### src/rtl/bsbx_regs.vh
// Constants for the bit, stack and branch execution slice
`ifndef BSBX_REGS_VH
`define BSBX_REGS_VH
// Operation codes
`define BSBX_OP_CLR_C 5'h00
`define BSBX_OP_SET_C 5'h01
`define BSBX_OP_CPL_C 5'h02
`define BSBX_OP_CLR_B 5'h03
`define BSBX_OP_SET_B 5'h04
`define BSBX_OP_CPL_B 5'h05
`define BSBX_OP_ANL 5'h06
`define BSBX_OP_ANL_N 5'h07
`define BSBX_OP_ORL 5'h08
`define BSBX_OP_ORL_N 5'h09
`define BSBX_OP_MOV_CB 5'h0a
`define BSBX_OP_MOV_BC 5'h0b
`define BSBX_OP_XCH 5'h0c
`define BSBX_OP_NIBBLE_SWAP_OP 5'h0d
`define BSBX_OP_PUSH 5'h0e
`define BSBX_OP_POP 5'h0f
`define BSBX_OP_BR 5'h10
// Operand forms
`define BSBX_F_SHORT 3'h0
`define BSBX_F_LONG 3'h1
`define BSBX_F_REG 3'h0
`define BSBX_F_DIR 3'h1
`define BSBX_F_IND 3'h2
`define BSBX_F_SDIR 3'h0
`define BSBX_F_IMM8 3'h1
`define BSBX_F_IMM16 3'h2
`define BSBX_F_BYTE 3'h3
`define BSBX_F_WORD 3'h4
`define BSBX_F_DWORD 3'h5
// Target classes
`define BSBX_CL_RAM 2'h0
`define BSBX_CL_PORT 2'h1
`define BSBX_CL_SFR 2'h2
// Branch conditions
`define BSBX_C_CY 4'h0
`define BSBX_C_NCY 4'h1
`define BSBX_C_EQ 4'h2
`define BSBX_C_NE 4'h3
`define BSBX_C_UGT 4'h4
`define BSBX_C_ULE 4'h5
`define BSBX_C_SLT 4'h6
`define BSBX_C_SLE 4'h7
`define BSBX_C_SGT 4'h8
`define BSBX_C_SGE 4'h9
// Extra states for port and SPECIAL_FUNCTION_REGISTER targets, and for odd internal branch targets
`define BSBX_X_RD_PORT 4'h1
`define BSBX_X_RD_SFR 4'h2
`define BSBX_X_WR_PORT 4'h2
`define BSBX_X_WR_SFR 4'h3
`define BSBX_X_ODD 4'h1
// Branch taken penalty over not-taken
`define BSBX_X_TAKEN 4'h3
`endif

### src/rtl/bsbx_cond.v
// Branch condition evaluation from status flags
`default_nettype none
module bsbx_cond (
  input wire [3:0] cond_i,
  input wire carry_i,
  input wire zero_i,
  input wire negative_i,
  input wire overflow_i,
  output reg take_o,
  output reg bad_o
);
`include "bsbx_regs.vh"
  wire lt_s = negative_i ^ overflow_i;
  // Customary flag tests
  always @*
  begin
    bad_o = 1'b0;
    case (cond_i)
      `BSBX_C_CY: take_o = carry_i;
      `BSBX_C_NCY: take_o = ~carry_i;
      `BSBX_C_EQ: take_o = zero_i;
      `BSBX_C_NE: take_o = ~zero_i;
      `BSBX_C_UGT: take_o = ~carry_i & ~zero_i;
      `BSBX_C_ULE: take_o = carry_i | zero_i;
      `BSBX_C_SLT: take_o = lt_s;
      `BSBX_C_SLE: take_o = lt_s | zero_i;
      `BSBX_C_SGT: take_o = ~(lt_s | zero_i);
      `BSBX_C_SGE: take_o = ~lt_s;
      default:
      begin
        take_o = 1'b0;
        bad_o = 1'b1;
      end
    endcase
  end
endmodule
`default_nettype wire

### src/rtl/bsbx_timing.v
// Byte length and state count per operation and mode
`default_nettype none
module bsbx_timing (
  input wire [4:0] op_i,
  input wire [2:0] form_i,
  input wire [3:0] cond_i,
  input wire src_i,
  input wire [1:0] cls_i,
  input wire taken_i,
  output reg [3:0] states_o,
  output reg [2:0] bytes_o,
  output reg bad_o
);
`include "bsbx_regs.vh"
  reg [3:0] xr;
  reg [3:0] xw;
  // Port and SPECIAL_FUNCTION_REGISTER penalties, read and write kinds
  always @*
  begin
    xr = 4'h0;
    xw = 4'h0;
    if (cls_i == `BSBX_CL_PORT)
    begin
      xr = `BSBX_X_RD_PORT;
      xw = `BSBX_X_WR_PORT;
    end
    else if (cls_i == `BSBX_CL_SFR)
    begin
      xr = `BSBX_X_RD_SFR;
      xw = `BSBX_X_WR_SFR;
    end
  end
  // Base table
  always @*
  begin
    states_o = 4'h1;
    bytes_o = 3'h1;
    bad_o = 1'b0;
    case (op_i)
      `BSBX_OP_CLR_C, `BSBX_OP_SET_C, `BSBX_OP_CPL_C: ;
      `BSBX_OP_ANL, `BSBX_OP_ANL_N, `BSBX_OP_ORL, `BSBX_OP_ORL_N,
      `BSBX_OP_MOV_CB:
        if (form_i == `BSBX_F_SHORT)
        begin
          states_o = 4'h1 + xr;
          bytes_o = 3'h2;
        end
        else
        begin
          states_o = (src_i ? 4'h2 : 4'h3) + xr;
          bytes_o = src_i ? 3'h3 : 3'h4;
          bad_o = form_i != `BSBX_F_LONG;
        end
      `BSBX_OP_CLR_B, `BSBX_OP_SET_B, `BSBX_OP_CPL_B,
      `BSBX_OP_MOV_BC:
        if (form_i == `BSBX_F_SHORT)
        begin
          states_o = 4'h2 + xw;
          bytes_o = 3'h2;
        end
        else
        begin
          states_o = (src_i ? 4'h3 : 4'h4) + xw;
          bytes_o = src_i ? 3'h3 : 3'h4;
          bad_o = form_i != `BSBX_F_LONG;
        end
      `BSBX_OP_XCH, `BSBX_OP_NIBBLE_SWAP_OP:
        case (form_i)
          `BSBX_F_REG:
          begin
            states_o = src_i ? 4'h4 : 4'h3;
            bytes_o = src_i ? 3'h2 : 3'h1;
            bad_o = op_i == `BSBX_OP_NIBBLE_SWAP_OP;
          end
          `BSBX_F_DIR:
          begin
            states_o = 4'h3 + xw;
            bytes_o = 3'h2;
            bad_o = op_i == `BSBX_OP_NIBBLE_SWAP_OP;
          end
          `BSBX_F_IND:
          begin
            states_o = src_i ? 4'h5 : 4'h4;
            bytes_o = src_i ? 3'h2 : 3'h1;
          end
          default: bad_o = 1'b1;
        endcase
      `BSBX_OP_PUSH, `BSBX_OP_POP:
      begin
        bytes_o = src_i ? 3'h2 : 3'h3;
        case (form_i)
          `BSBX_F_SDIR:
          begin
            states_o = (op_i == `BSBX_OP_PUSH ? 4'h2 : 4'h3) + xr;
            bytes_o = 3'h2;
          end
          `BSBX_F_IMM8:
          begin
            states_o = src_i ? 4'h3 : 4'h4;
            bytes_o = src_i ? 3'h3 : 3'h4;
            bad_o = op_i == `BSBX_OP_POP;
          end
          `BSBX_F_IMM16:
          begin
            states_o = 4'h5;
            bytes_o = src_i ? 3'h4 : 3'h5;
            bad_o = op_i == `BSBX_OP_POP;
          end
          `BSBX_F_BYTE:
            states_o = (op_i == `BSBX_OP_PUSH ? 4'h4 : 4'h3) - {3'h0, src_i};
          `BSBX_F_WORD: states_o = src_i ? 4'h4 : 4'h5;
          `BSBX_F_DWORD: states_o = src_i ? 4'h8 : 4'h9;
          default: bad_o = 1'b1;
        endcase
      end
      `BSBX_OP_BR:
      begin
        // Carry branches are short in both modes
        if (cond_i <= `BSBX_C_NCY || src_i)
        begin
          states_o = 4'h1;
          bytes_o = 3'h2;
        end
        else
        begin
          states_o = 4'h2;
          bytes_o = 3'h3;
        end
        if (taken_i)
          states_o = states_o + `BSBX_X_TAKEN;
      end
      default: bad_o = 1'b1;
    endcase
  end
endmodule
`default_nettype wire

### src/rtl/bsbx_exec.v
// Bit, exchange, stack and conditional branch execution slice
`default_nettype none
module bsbx_exec (
  input wire ref_clk_i,
  input wire reset_i,
  input wire start_i,
  input wire [4:0] op_i,
  input wire [2:0] form_i,
  input wire [3:0] cond_i,
  input wire source_mode_i,
  input wire [1:0] target_class_i,
  input wire internal_exec_i,
  input wire target_internal_i,
  input wire carry_i,
  input wire zero_i,
  input wire negative_i,
  input wire overflow_i,
  input wire bit_i,
  input wire [7:0] accumulator_i,
  input wire [31:0] operand_i,
  input wire [15:0] stack_pointer_i,
  input wire [15:0] pc_i,
  input wire [7:0] rel_i,
  output reg busy_o,
  output reg done_o,
  output reg illegal_o,
  output reg carry_o,
  output reg carry_wr_o,
  output reg bit_value_o,
  output reg bit_wr_o,
  output reg [7:0] accumulator_o,
  output reg acc_wr_o,
  output reg [31:0] result_o,
  output reg result_wr_o,
  output reg [15:0] stack_pointer_o,
  output reg [15:0] stack_addr_o,
  output reg stack_wr_o,
  output reg stack_rd_o,
  output reg [15:0] pc_o,
  output reg branch_taken_o,
  output reg [2:0] length_o,
  output reg [3:0] states_o
);
`include "bsbx_regs.vh"
  localparam ST_IDLE = 1'b0;
  localparam ST_RUN = 1'b1;

  reg state_reg;
  reg [3:0] cnt_reg;
  reg [4:0] op_reg;
  reg [2:0] form_reg;
  reg carry_reg;
  reg bit_reg;
  reg [7:0] acc_reg;
  reg [31:0] opnd_reg;
  reg [15:0] sp_reg;
  reg [15:0] tgt_reg;
  reg [15:0] next_pc_reg;
  reg take_reg;

  wire take;
  wire cond_bad;
  wire [3:0] base_states;
  wire [2:0] bytes;
  wire time_bad;

  bsbx_cond u_cond (
    .cond_i(cond_i),
    .carry_i(carry_i),
    .zero_i(zero_i),
    .negative_i(negative_i),
    .overflow_i(overflow_i),
    .take_o(take),
    .bad_o(cond_bad)
  );

  wire is_br = op_i == `BSBX_OP_BR;
  wire br_take = is_br & take & ~cond_bad;

  bsbx_timing u_timing (
    .op_i(op_i),
    .form_i(form_i),
    .cond_i(cond_i),
    .src_i(source_mode_i),
    .cls_i(target_class_i),
    .taken_i(br_take),
    .states_o(base_states),
    .bytes_o(bytes),
    .bad_o(time_bad)
  );

  // Branch target: following address plus signed offset
  wire [15:0] next_pc = pc_i + {13'h0000, bytes};
  wire [15:0] target = next_pc + {{8{rel_i[7]}}, rel_i};
  // Odd internal target penalty on taken branches
  wire odd_pen = br_take & internal_exec_i & target_internal_i
    & target[0];
  wire [3:0] total = base_states + (odd_pen ? `BSBX_X_ODD : 4'h0);
  wire bad = time_bad | (is_br & cond_bad);

  // Operand size for stack moves, in bytes
  reg [15:0] size;
  always @*
  begin
    case (form_reg)
      `BSBX_F_IMM16, `BSBX_F_WORD: size = 16'h0002;
      `BSBX_F_DWORD: size = 16'h0004;
      default: size = 16'h0001;
    endcase
  end

  // Results from the latched operands
  reg c_n;
  reg c_we;
  reg b_n;
  reg b_we;
  reg [7:0] a_n;
  reg a_we;
  reg [31:0] r_n;
  reg r_we;
  reg [15:0] sp_n;
  reg [15:0] sa_n;
  reg s_wr;
  reg s_rd;
  always @*
  begin
    c_n = carry_reg;
    c_we = 1'b0;
    b_n = bit_reg;
    b_we = 1'b0;
    a_n = acc_reg;
    a_we = 1'b0;
    r_n = opnd_reg;
    r_we = 1'b0;
    sp_n = sp_reg;
    sa_n = sp_reg;
    s_wr = 1'b0;
    s_rd = 1'b0;
    case (op_reg)
      `BSBX_OP_CLR_C:
      begin
        c_n = 1'b0;
        c_we = 1'b1;
      end
      `BSBX_OP_SET_C:
      begin
        c_n = 1'b1;
        c_we = 1'b1;
      end
      `BSBX_OP_CPL_C:
      begin
        c_n = ~carry_reg;
        c_we = 1'b1;
      end
      `BSBX_OP_CLR_B:
      begin
        b_n = 1'b0;
        b_we = 1'b1;
      end
      `BSBX_OP_SET_B:
      begin
        b_n = 1'b1;
        b_we = 1'b1;
      end
      `BSBX_OP_CPL_B:
      begin
        b_n = ~bit_reg;
        b_we = 1'b1;
      end
      `BSBX_OP_ANL, `BSBX_OP_ANL_N:
      begin
        c_n = carry_reg & (bit_reg ^ op_reg[0]);
        c_we = 1'b1;
      end
      `BSBX_OP_ORL, `BSBX_OP_ORL_N:
      begin
        c_n = carry_reg | (bit_reg ^ op_reg[0]);
        c_we = 1'b1;
      end
      `BSBX_OP_MOV_CB:
      begin
        c_n = bit_reg;
        c_we = 1'b1;
      end
      `BSBX_OP_MOV_BC:
      begin
        b_n = carry_reg;
        b_we = 1'b1;
      end
      `BSBX_OP_XCH:
      begin
        a_n = opnd_reg[7:0];
        r_n = {24'h000000, acc_reg};
        a_we = 1'b1;
        r_we = 1'b1;
      end
      `BSBX_OP_NIBBLE_SWAP_OP:
      begin
        a_n = {acc_reg[7:4], opnd_reg[3:0]};
        r_n = {24'h000000, opnd_reg[7:4], acc_reg[3:0]};
        a_we = 1'b1;
        r_we = 1'b1;
      end
      `BSBX_OP_PUSH:
      begin
        sa_n = sp_reg + 16'h0001;
        sp_n = sa_n + size - 16'h0001;
        s_wr = 1'b1;
      end
      `BSBX_OP_POP:
      begin
        sa_n = sp_reg - size + 16'h0001;
        sp_n = sa_n - 16'h0001;
        s_rd = 1'b1;
        r_we = 1'b1;
      end
      default: ;
    endcase
  end

  // Sequencer: one clock per documented state
  always @(posedge ref_clk_i or posedge reset_i)
  begin
    if (reset_i)
    begin
      state_reg <= ST_IDLE;
      cnt_reg <= 4'h0;
      op_reg <= 5'h00;
      form_reg <= 3'h0;
      carry_reg <= 1'b0;
      bit_reg <= 1'b0;
      acc_reg <= 8'h00;
      opnd_reg <= 32'h00000000;
      sp_reg <= 16'h0000;
      tgt_reg <= 16'h0000;
      next_pc_reg <= 16'h0000;
      take_reg <= 1'b0;
      busy_o <= 1'b0;
      done_o <= 1'b0;
      illegal_o <= 1'b0;
      carry_o <= 1'b0;
      carry_wr_o <= 1'b0;
      bit_value_o <= 1'b0;
      bit_wr_o <= 1'b0;
      accumulator_o <= 8'h00;
      acc_wr_o <= 1'b0;
      result_o <= 32'h00000000;
      result_wr_o <= 1'b0;
      stack_pointer_o <= 16'h0000;
      stack_addr_o <= 16'h0000;
      stack_wr_o <= 1'b0;
      stack_rd_o <= 1'b0;
      pc_o <= 16'h0000;
      branch_taken_o <= 1'b0;
      length_o <= 3'h0;
      states_o <= 4'h0;
    end
    else
    begin
      // Strobes last one cycle
      done_o <= 1'b0;
      carry_wr_o <= 1'b0;
      bit_wr_o <= 1'b0;
      acc_wr_o <= 1'b0;
      result_wr_o <= 1'b0;
      stack_wr_o <= 1'b0;
      stack_rd_o <= 1'b0;
      case (state_reg)
        ST_IDLE:
          if (start_i)
          begin
            state_reg <= ST_RUN;
            busy_o <= 1'b1;
            cnt_reg <= total - 4'h1;
            op_reg <= bad ? 5'h1f : op_i;
            form_reg <= form_i;
            carry_reg <= carry_i;
            bit_reg <= bit_i;
            acc_reg <= accumulator_i;
            opnd_reg <= operand_i;
            sp_reg <= stack_pointer_i;
            tgt_reg <= target;
            next_pc_reg <= next_pc;
            take_reg <= br_take;
            illegal_o <= bad;
            length_o <= bytes;
            states_o <= total;
          end
        ST_RUN:
          if (cnt_reg == 4'h0)
          begin
            state_reg <= ST_IDLE;
            busy_o <= 1'b0;
            done_o <= 1'b1;
            carry_o <= c_n;
            carry_wr_o <= c_we;
            bit_value_o <= b_n;
            bit_wr_o <= b_we;
            accumulator_o <= a_n;
            acc_wr_o <= a_we;
            result_o <= r_n;
            result_wr_o <= r_we;
            stack_pointer_o <= sp_n;
            stack_addr_o <= sa_n;
            stack_wr_o <= s_wr;
            stack_rd_o <= s_rd;
            pc_o <= take_reg ? tgt_reg : next_pc_reg;
            branch_taken_o <= take_reg;
          end
          else
            cnt_reg <= cnt_reg - 4'h1;
        default: state_reg <= ST_IDLE;
      endcase
    end
  end
endmodule
`default_nettype wire

### config.mk
export PLATFORM = sky130hd
export DESIGN_NAME = bsbx_exec
export DESIGN_NICKNAME = d
export VERILOG_FILES = /design/src/rtl/bsbx_cond.v /design/src/rtl/bsbx_timing.v /design/src/rtl/bsbx_exec.v
export VERILOG_INCLUDE_DIRS = /design/src /design/src/rtl
export SDC_FILE = /design/constraint.sdc
export NUM_CORES = 1
export LEC_CHECK = 0
export BUFFER_PORTS_ARGS = -buffer_cell sky130_fd_sc_hd__buf_2
export CAP_MARGIN = 40
export CELL_PAD_IN_SITES_DETAIL_PLACEMENT = 0
export CELL_PAD_IN_SITES_GLOBAL_PLACEMENT = 1
export CORE_MARGIN = 2
export CORE_UTILIZATION = 46
export CTS_CLUSTER_DIAMETER = 30
export CTS_CLUSTER_SIZE = 12
export DETAILED_ROUTE_END_ITERATION = 7
export PLACE_DENSITY = 0.87
export SYNTH_ARGS = -nofsm -noshare
export SYNTH_HDL_FRONTEND = slang
export SYNTH_SLANG_ARGS = --single-unit
export TNS_END_PERCENT = 5
### constraint.sdc
create_clock -name ref_clk_i -period 13.05 [get_ports ref_clk_i]
set_clock_uncertainty 0.05 [all_clocks]
set_input_delay 1.9575 -clock ref_clk_i [delete_from_list [all_inputs] [get_ports ref_clk_i]]
set_output_delay 1.9575 -clock ref_clk_i [all_outputs]
set_load 0.01 [all_outputs]
[Yosys cells after proc, flatten, opt, wreduce, memory -nomap -nowiden]
Index checks and enable logic that the tools add are counted.
Storage, ports and cells
  register bits after elaboration: 211
  bits in latches: 0
  RAM bits: 0
  ROM bits: 0
  input bits: 105
  output and inout port bits: 107
  logic and storage cells: 228
  memories kept: 0
Cells by class
  add/sub/neg operators: 19
  multipliers: 0
  divide/modulo/power cells: 0
  magnitude comparators: 1
  equal/unequal tests: 54
  shift-type cells: 0
  muxes and demuxes: 74
  bitwise gates (word level): 21
  reduce and logical (&&, ||, !) cells: 28
Operators by type and width (count)
  equality test 5 x 4 -> 1 bit (second input constant): 16
  one-hot mux 16 bit (2 select lines): 2
  one-hot mux 32 bit (2 select lines): 1
  equality test 5 x 3 -> 1 bit (second input constant): 8
  2-to-1 mux 1 bit: 35
  adder 16 x 1 -> 16 bit (second input constant): 2
  adder 16 bit: 2
  2-to-1 mux 4 bit: 8
  subtractor 16 x 1 -> 16 bit (second input constant): 2
  one-hot mux 4 bit (6 select lines): 1
  equality test 5 x 2 -> 1 bit (second input constant): 4
  one-hot mux 4 bit (5 select lines): 1
  OR reduction 2 bit: 9
  adder 16 x 3 -> 16 bit: 1
  equality test 4 x 3 -> 1 bit (second input constant): 4
  2-to-1 mux 16 bit: 1
  one-hot mux 8 bit (2 select lines): 1
  OR reduction 4 bit: 4
  subtractor 16 bit: 1
  2-to-1 mux 3 bit: 5
  adder 4 bit: 3
  equality test 3 bit (second input constant): 4
  one-hot mux 3 bit (2 select lines): 2
  one-hot mux 3 bit (4 select lines): 1
  other kinds (42): 79

[Depth between registers and ports, before layout]
  word-level depth: 14
  mapped depth: 22

[By module]
A second synthesis with hierarchy kept.
Second synthesis, totals
  cells, all modules: 1520
  area, all modules: 12916.1 um^2
Modules (own cells, without submodules)
  bsbx_exec: instances 1, cells an instance 1368, area each 11903.9 um^2
  bsbx_timing: instances 1, cells an instance 134, area each 897.1 um^2
  bsbx_cond: instances 1, cells an instance 18, area each 115.1 um^2

[Worst setup path after synthesis]
OpenSTA, ideal clock, no wires.
  path type: input-to-reg
  from: input port op_i[1]
  to: register tgt_reg[15]
  library setup time: 0.133 ns
  arrival time: 5.921 ns
  required time: 12.867 ns
  slack: 6.946 ns
  cell stages on the path: 21
  buffers on the path: 2
  cells stage by stage: clkbuf_1 clkbuf_1 nand2b_1 o31ai_1 a222oi_1 o22a_1 nand3_1 ha_1 fa_1 a21o_1 and4_1 and3_1 and3_1 nand3_1 xnor2_1 ha_1 and3_1 a211oi_1 a21oi_1 xnor2_1 o21ai_0
Between the ends
  cells in the longest elaborated chain, start to end: 5
  elaborated cells on any way between the ends: 20
  those cells by class: add/sub (2); eq/ne (14); mux (1); reduce/logical (3)
Ends and longest elaborated chain
  start, declared: RTL line bsbx_exec.v:7  | input wire [4:0] op_i,
  equality test 5 x 3 -> 1 bit (tied with other cells): RTL line bsbx_timing.v:39  | case (op_i)
  OR reduction 9 bit (no source line) or OR reduction 2 bit (tied branches)
  one-hot mux 3 bit (4 select lines) (*): RTL line bsbx_timing.v:39
  net bytes[0]: RTL line bsbx_exec.v:64  | wire [2:0] bytes;
  adder 16 x 3 -> 16 bit (*): RTL line bsbx_exec.v:93  | wire [15:0] next_pc = pc_i + {13'h0000, bytes};
  net next_pc[12]: RTL line bsbx_exec.v:93
  adder 16 bit (*): RTL line bsbx_exec.v:94  | wire [15:0] target = next_pc + {{8{rel_i[7]}}, rel_i};
  end signal, assigned: RTL line bsbx_exec.v:282  | tgt_reg <= target;
  end, declared: RTL line bsbx_exec.v:57  | reg [15:0] tgt_reg;
Mark *: on every way through the listed nets, which the timed path passes. The rest lies on a longest branch.
A chain may end at the register's enable or synchronous reset.

[Worst setup path in the final report]
Same ends and word-level chain as after synthesis.

==> flow_metrics.py <==
metrics = {
    "synthesis": {
        "synth_nets": 1668,
        "async_reset_ff_share_pct": 100.0,
        "synthFlopType": "dfrtp_1",
        "ys_seq_area_share_pct": 41.61,
        "synth_cells": 1479,
        "netlist_area_sq_um": 12690,
        "yosysUniqueCellTypes": 77,
        "yosysWarnings": 0,
        "synth_edf_count": 0,
        "ys_ff_latch": 211,
        "syn_area_per_cell_sq_um": 8.581,
    },
    "die": {
        "io_pins": 212,
        "die-area_sq_um": 28930,
        "coreArea_sq_um": 27030,
        "num_rows": 60,
        "initial_core_util_pct": 46.96,
        "die_width_um": 170.1,
        "die_height_um": 170.1,
    },
    "final_layout": {
        "layoutNonFillerInstCount": 2072,
        "nNetsFinal": 1877,
        "area_growth_pct": 27.13,
        "drive_above_1_share_pct": 19.71,
        "fin_util_pct": 59.70,
    },
    "hold_path": {
        "hold_end": "next_pc_reg[9]",
        "min_path_cells": 2,
        "hold_path.class": "reg -> reg",
        "min_from": "next_pc_reg[9]",
    },
    "sta": {
        "fmax_mhz": 169.1,
        "slew_headroom_pct": 41.63,
        "rsz0062_at_grt": "no",
        "hold_viol_final": 0,
        "fin_crit_sh_pct": 45.32,
        "finalMaxSlewViolations": 0,
        "hold_slack_ps": 419.5,
        "tightest_slew_ps": 875.5,
        "fin_crit_ps": 5915,
        "tns_ps": 0,
        "setup_viol": 0,
    },
    "cts": {
        "post_cts_resize_count": 0,
        "cts-buffers-inserted": 52,
        "insertion_delay_ps": 560,
        "post_cts_buffers": 0,
        "cts_tree": "done",
        "clockRootBuffer": "clkbuf_16",
        "ctsHtreeMaxLevel": 2,
        "cts.sinks": 211,
        "cts_buffer_depth": 3,
        "clk_pin_slew_ps": 50,
        "cts_hold_buf": 0,
    },
    "run": {
        "cap_violations": 0,
    },
    "global_routing": {
        "grtUsageTotal_pct": 23.91,
        "antenna_found_initial": 2,
        "grt_pass1_vias": 11028,
        "grt_overflow": 0,
        "grt_max_degree": 90,
        "grt_pass1_wl_mm": 56.01,
    },
    "setup_path": {
        "critPathRequiredTime_ps": 13410,
        "crit_path_max_fanout": 17,
        "r2r_setup_slack_ps": 8980,
        "crit_path_start_kind": "input port",
        "rr_worst_depth": 17,
        "reg2reg_from": "form_reg[2]",
        "critPathCaptureType": "flip-flop",
        "crit_type": "in -> reg",
        "cp.arrival_ps": 6280,
        "r2r_end": "stack_pointer_o[15]",
    },
    "power": {
        "p_per_area_nw_per_um2": 289.7,
        "irDropWorstVdd_mv": 0.1402,
        "p_leak_nw": 7.934,
    },
    "placed_design": {
        "port_buffers": 211,
        "dp_hpwl_mm": 24.40,
        "place.gp.congestion": 0.8904,
        "dp.cells": 1975,
    },
    "routing": {
        "totalWireLength_mm": 34.53,
        "drt_iter0_markers": 770,
        "ant_nets": 0,
        "num_vias": 11258,
        "drt_pass1_iterations": 5,
        "wire_per_inst_um": 16.66,
        "via_per_inst": 5.433,
        "drcViolationCount": 0,
    },
    "run_status": {
        "outcome": "finished clean",
    },
}
worst max-delay path: stages:
cell      delay (ps)
buf_2            200
nand2_1          140
nor2_1            50
o21bai_1         320
and2_1           300
o22a_1           170
nand3_1          100
ha_1             230
fa_1             410
a21o_1           230
and4_1           220
and3_1           210
xor2_1           160
ha_1             370
a21o_1           190
a21oi_1          120
o21ai_0          160
a211oi_1         370
a21oi_1          130
xnor2_1          150
o21ai_0           80
cells in the mapped netlist (3+ instances only):
cell type  instances  area share (%)
a211oi_1           7            0.41
a21o_1            13            0.77
a21oi_1           78             3.1
a221oi_1          13            0.90
a222oi_1          10            0.79
a22oi_1            3            0.18
a31oi_1            9            0.44
a41oi_1            3            0.21
and2_1             5            0.25
and3_1            15            0.74
buf_1              3           0.089
clkbuf_1          64             1.9
dfrtp_1          211              42
fa_1               6            0.95
ha_1              78             7.7
inv_1             64             1.9
mux2i_1           42             3.3
nand2_1          393              12
nand2b_1          12            0.59
nand3_1           25            0.99
nand3b_1          10            0.59
nand4_1            7            0.35
nor2_1            77             2.3
nor2b_1            6            0.30
nor3_1            17            0.67
nor3b_1            6            0.35
nor4_1             3            0.15
nor4b_1            3            0.21
o211ai_1           5            0.30
o21a_1             7            0.41
o21ai_0          114             4.5
o21bai_1           6            0.35
o221ai_1           6            0.41
o22a_1             5            0.35
o22ai_1           12            0.59
or2_2              3            0.15
or3_1              7            0.35
xnor2_1           46             3.2
xor2_1            37             2.6
metal layers:
layer / global-route usage (%) / vias up / wire, um
li1: - / 5511 / -
met1: 31.91 / 5376 / 15640
met3: 4.605 / 63 / 1856
met2: 39.25 / 306 / 16230
met5: 0 / - / 12
met4: 7.692 / 2 / 788
metrics by stage:
stage / worst slack, ps / total power, mW / instance area (sq um)
2_1_floorplan: 5277 / 2.639 / 12690
3_3_place_gp: 6590 / 3.142 / 13970
3_5_place_dp: 6541 / 3.209 / 14140
4_1_cts: 7135 / 4.688 / 16130
5_1_grt: 6672 / 5.023 / 16130
6_report: 7135 / 4.674 / 16130
how the worst max path moves through the flow:
stage                         start  cells after the start  slack [ps]     endpoint
after detailed placement    op_i[1]                     21        6540  tgt_reg[15]
final                       op_i[1]                     21        7140  tgt_reg[15]
after floorplan             reset_i                      1        5280   acc_reg[0]
after global placement      op_i[1]                     21        6590  tgt_reg[15]
after global routing      form_i[1]                     21        6670  tgt_reg[15]
after CTS                   op_i[1]                     21        7130  tgt_reg[15]
power by group:
part / switching [mW] / internal [mW] / leakage, nW / total (mW)
combinational: 1.22 / 0.842 / 4.34 / 2.07
clock: 0.419 / 1.03 / 0.956 / 1.45
sequential: 0.217 / 0.940 / 2.64 / 1.16
total: 1.86 / 2.81 / 7.93 / 4.67
placed cells by master (no fill, tap or decap), types with 7 or more instances in the layout:
cell and instances:
a21o_1 13, dfrtp_1 211, bufinv_16 13, clkinv_2 9
a211oi_1 7, nand3b_1 10, mux2i_1 42, nand3_1 25
a221oi_1 13, nor2_1 76, clkbuf_8 8, buf_2 211
and3_1 15, clkbuf_16 52, ha_1 78, a31oi_1 9
xor2_1 37, nand2_1 393, or3_1 7, nor3_1 17
xnor2_1 46, o22ai_1 12, a21oi_1 78, o21a_1 7
o21ai_0 114, buf_4 9, inv_1 63, clkinvlp_4 7
nand2b_1 10, nand4_1 7, a222oi_1 10
layout make-up:
type	count	area (sq um)
repair buffers	226	1264
inverters	66	255.2
clock buffers	64	1426
flip-flops and latches	211	5280
fillers	2443	10890
well taps	341	426.7
multi-input cells	1131	6912
clock inverters	32	568.0
diodes	1	2.502
cell families (layout without fill, tap and decap cells):
group / count (synthesis) / after routing / synth area share [%]
compound gates: 317 / 317 / 15.67
xor+xnor: 83 / 83 / 5.728
fa+ha+maj: 84 / 84 / 8.637
buf+inv: 137 / 388 / 4.131
flops: 211 / 211 / 41.61
mux: 44 / 44 / 3.490
other cells: 0 / 1 / 0
simple gates: 603 / 603 / 20.74
Power figures use the tool's default switching activity.
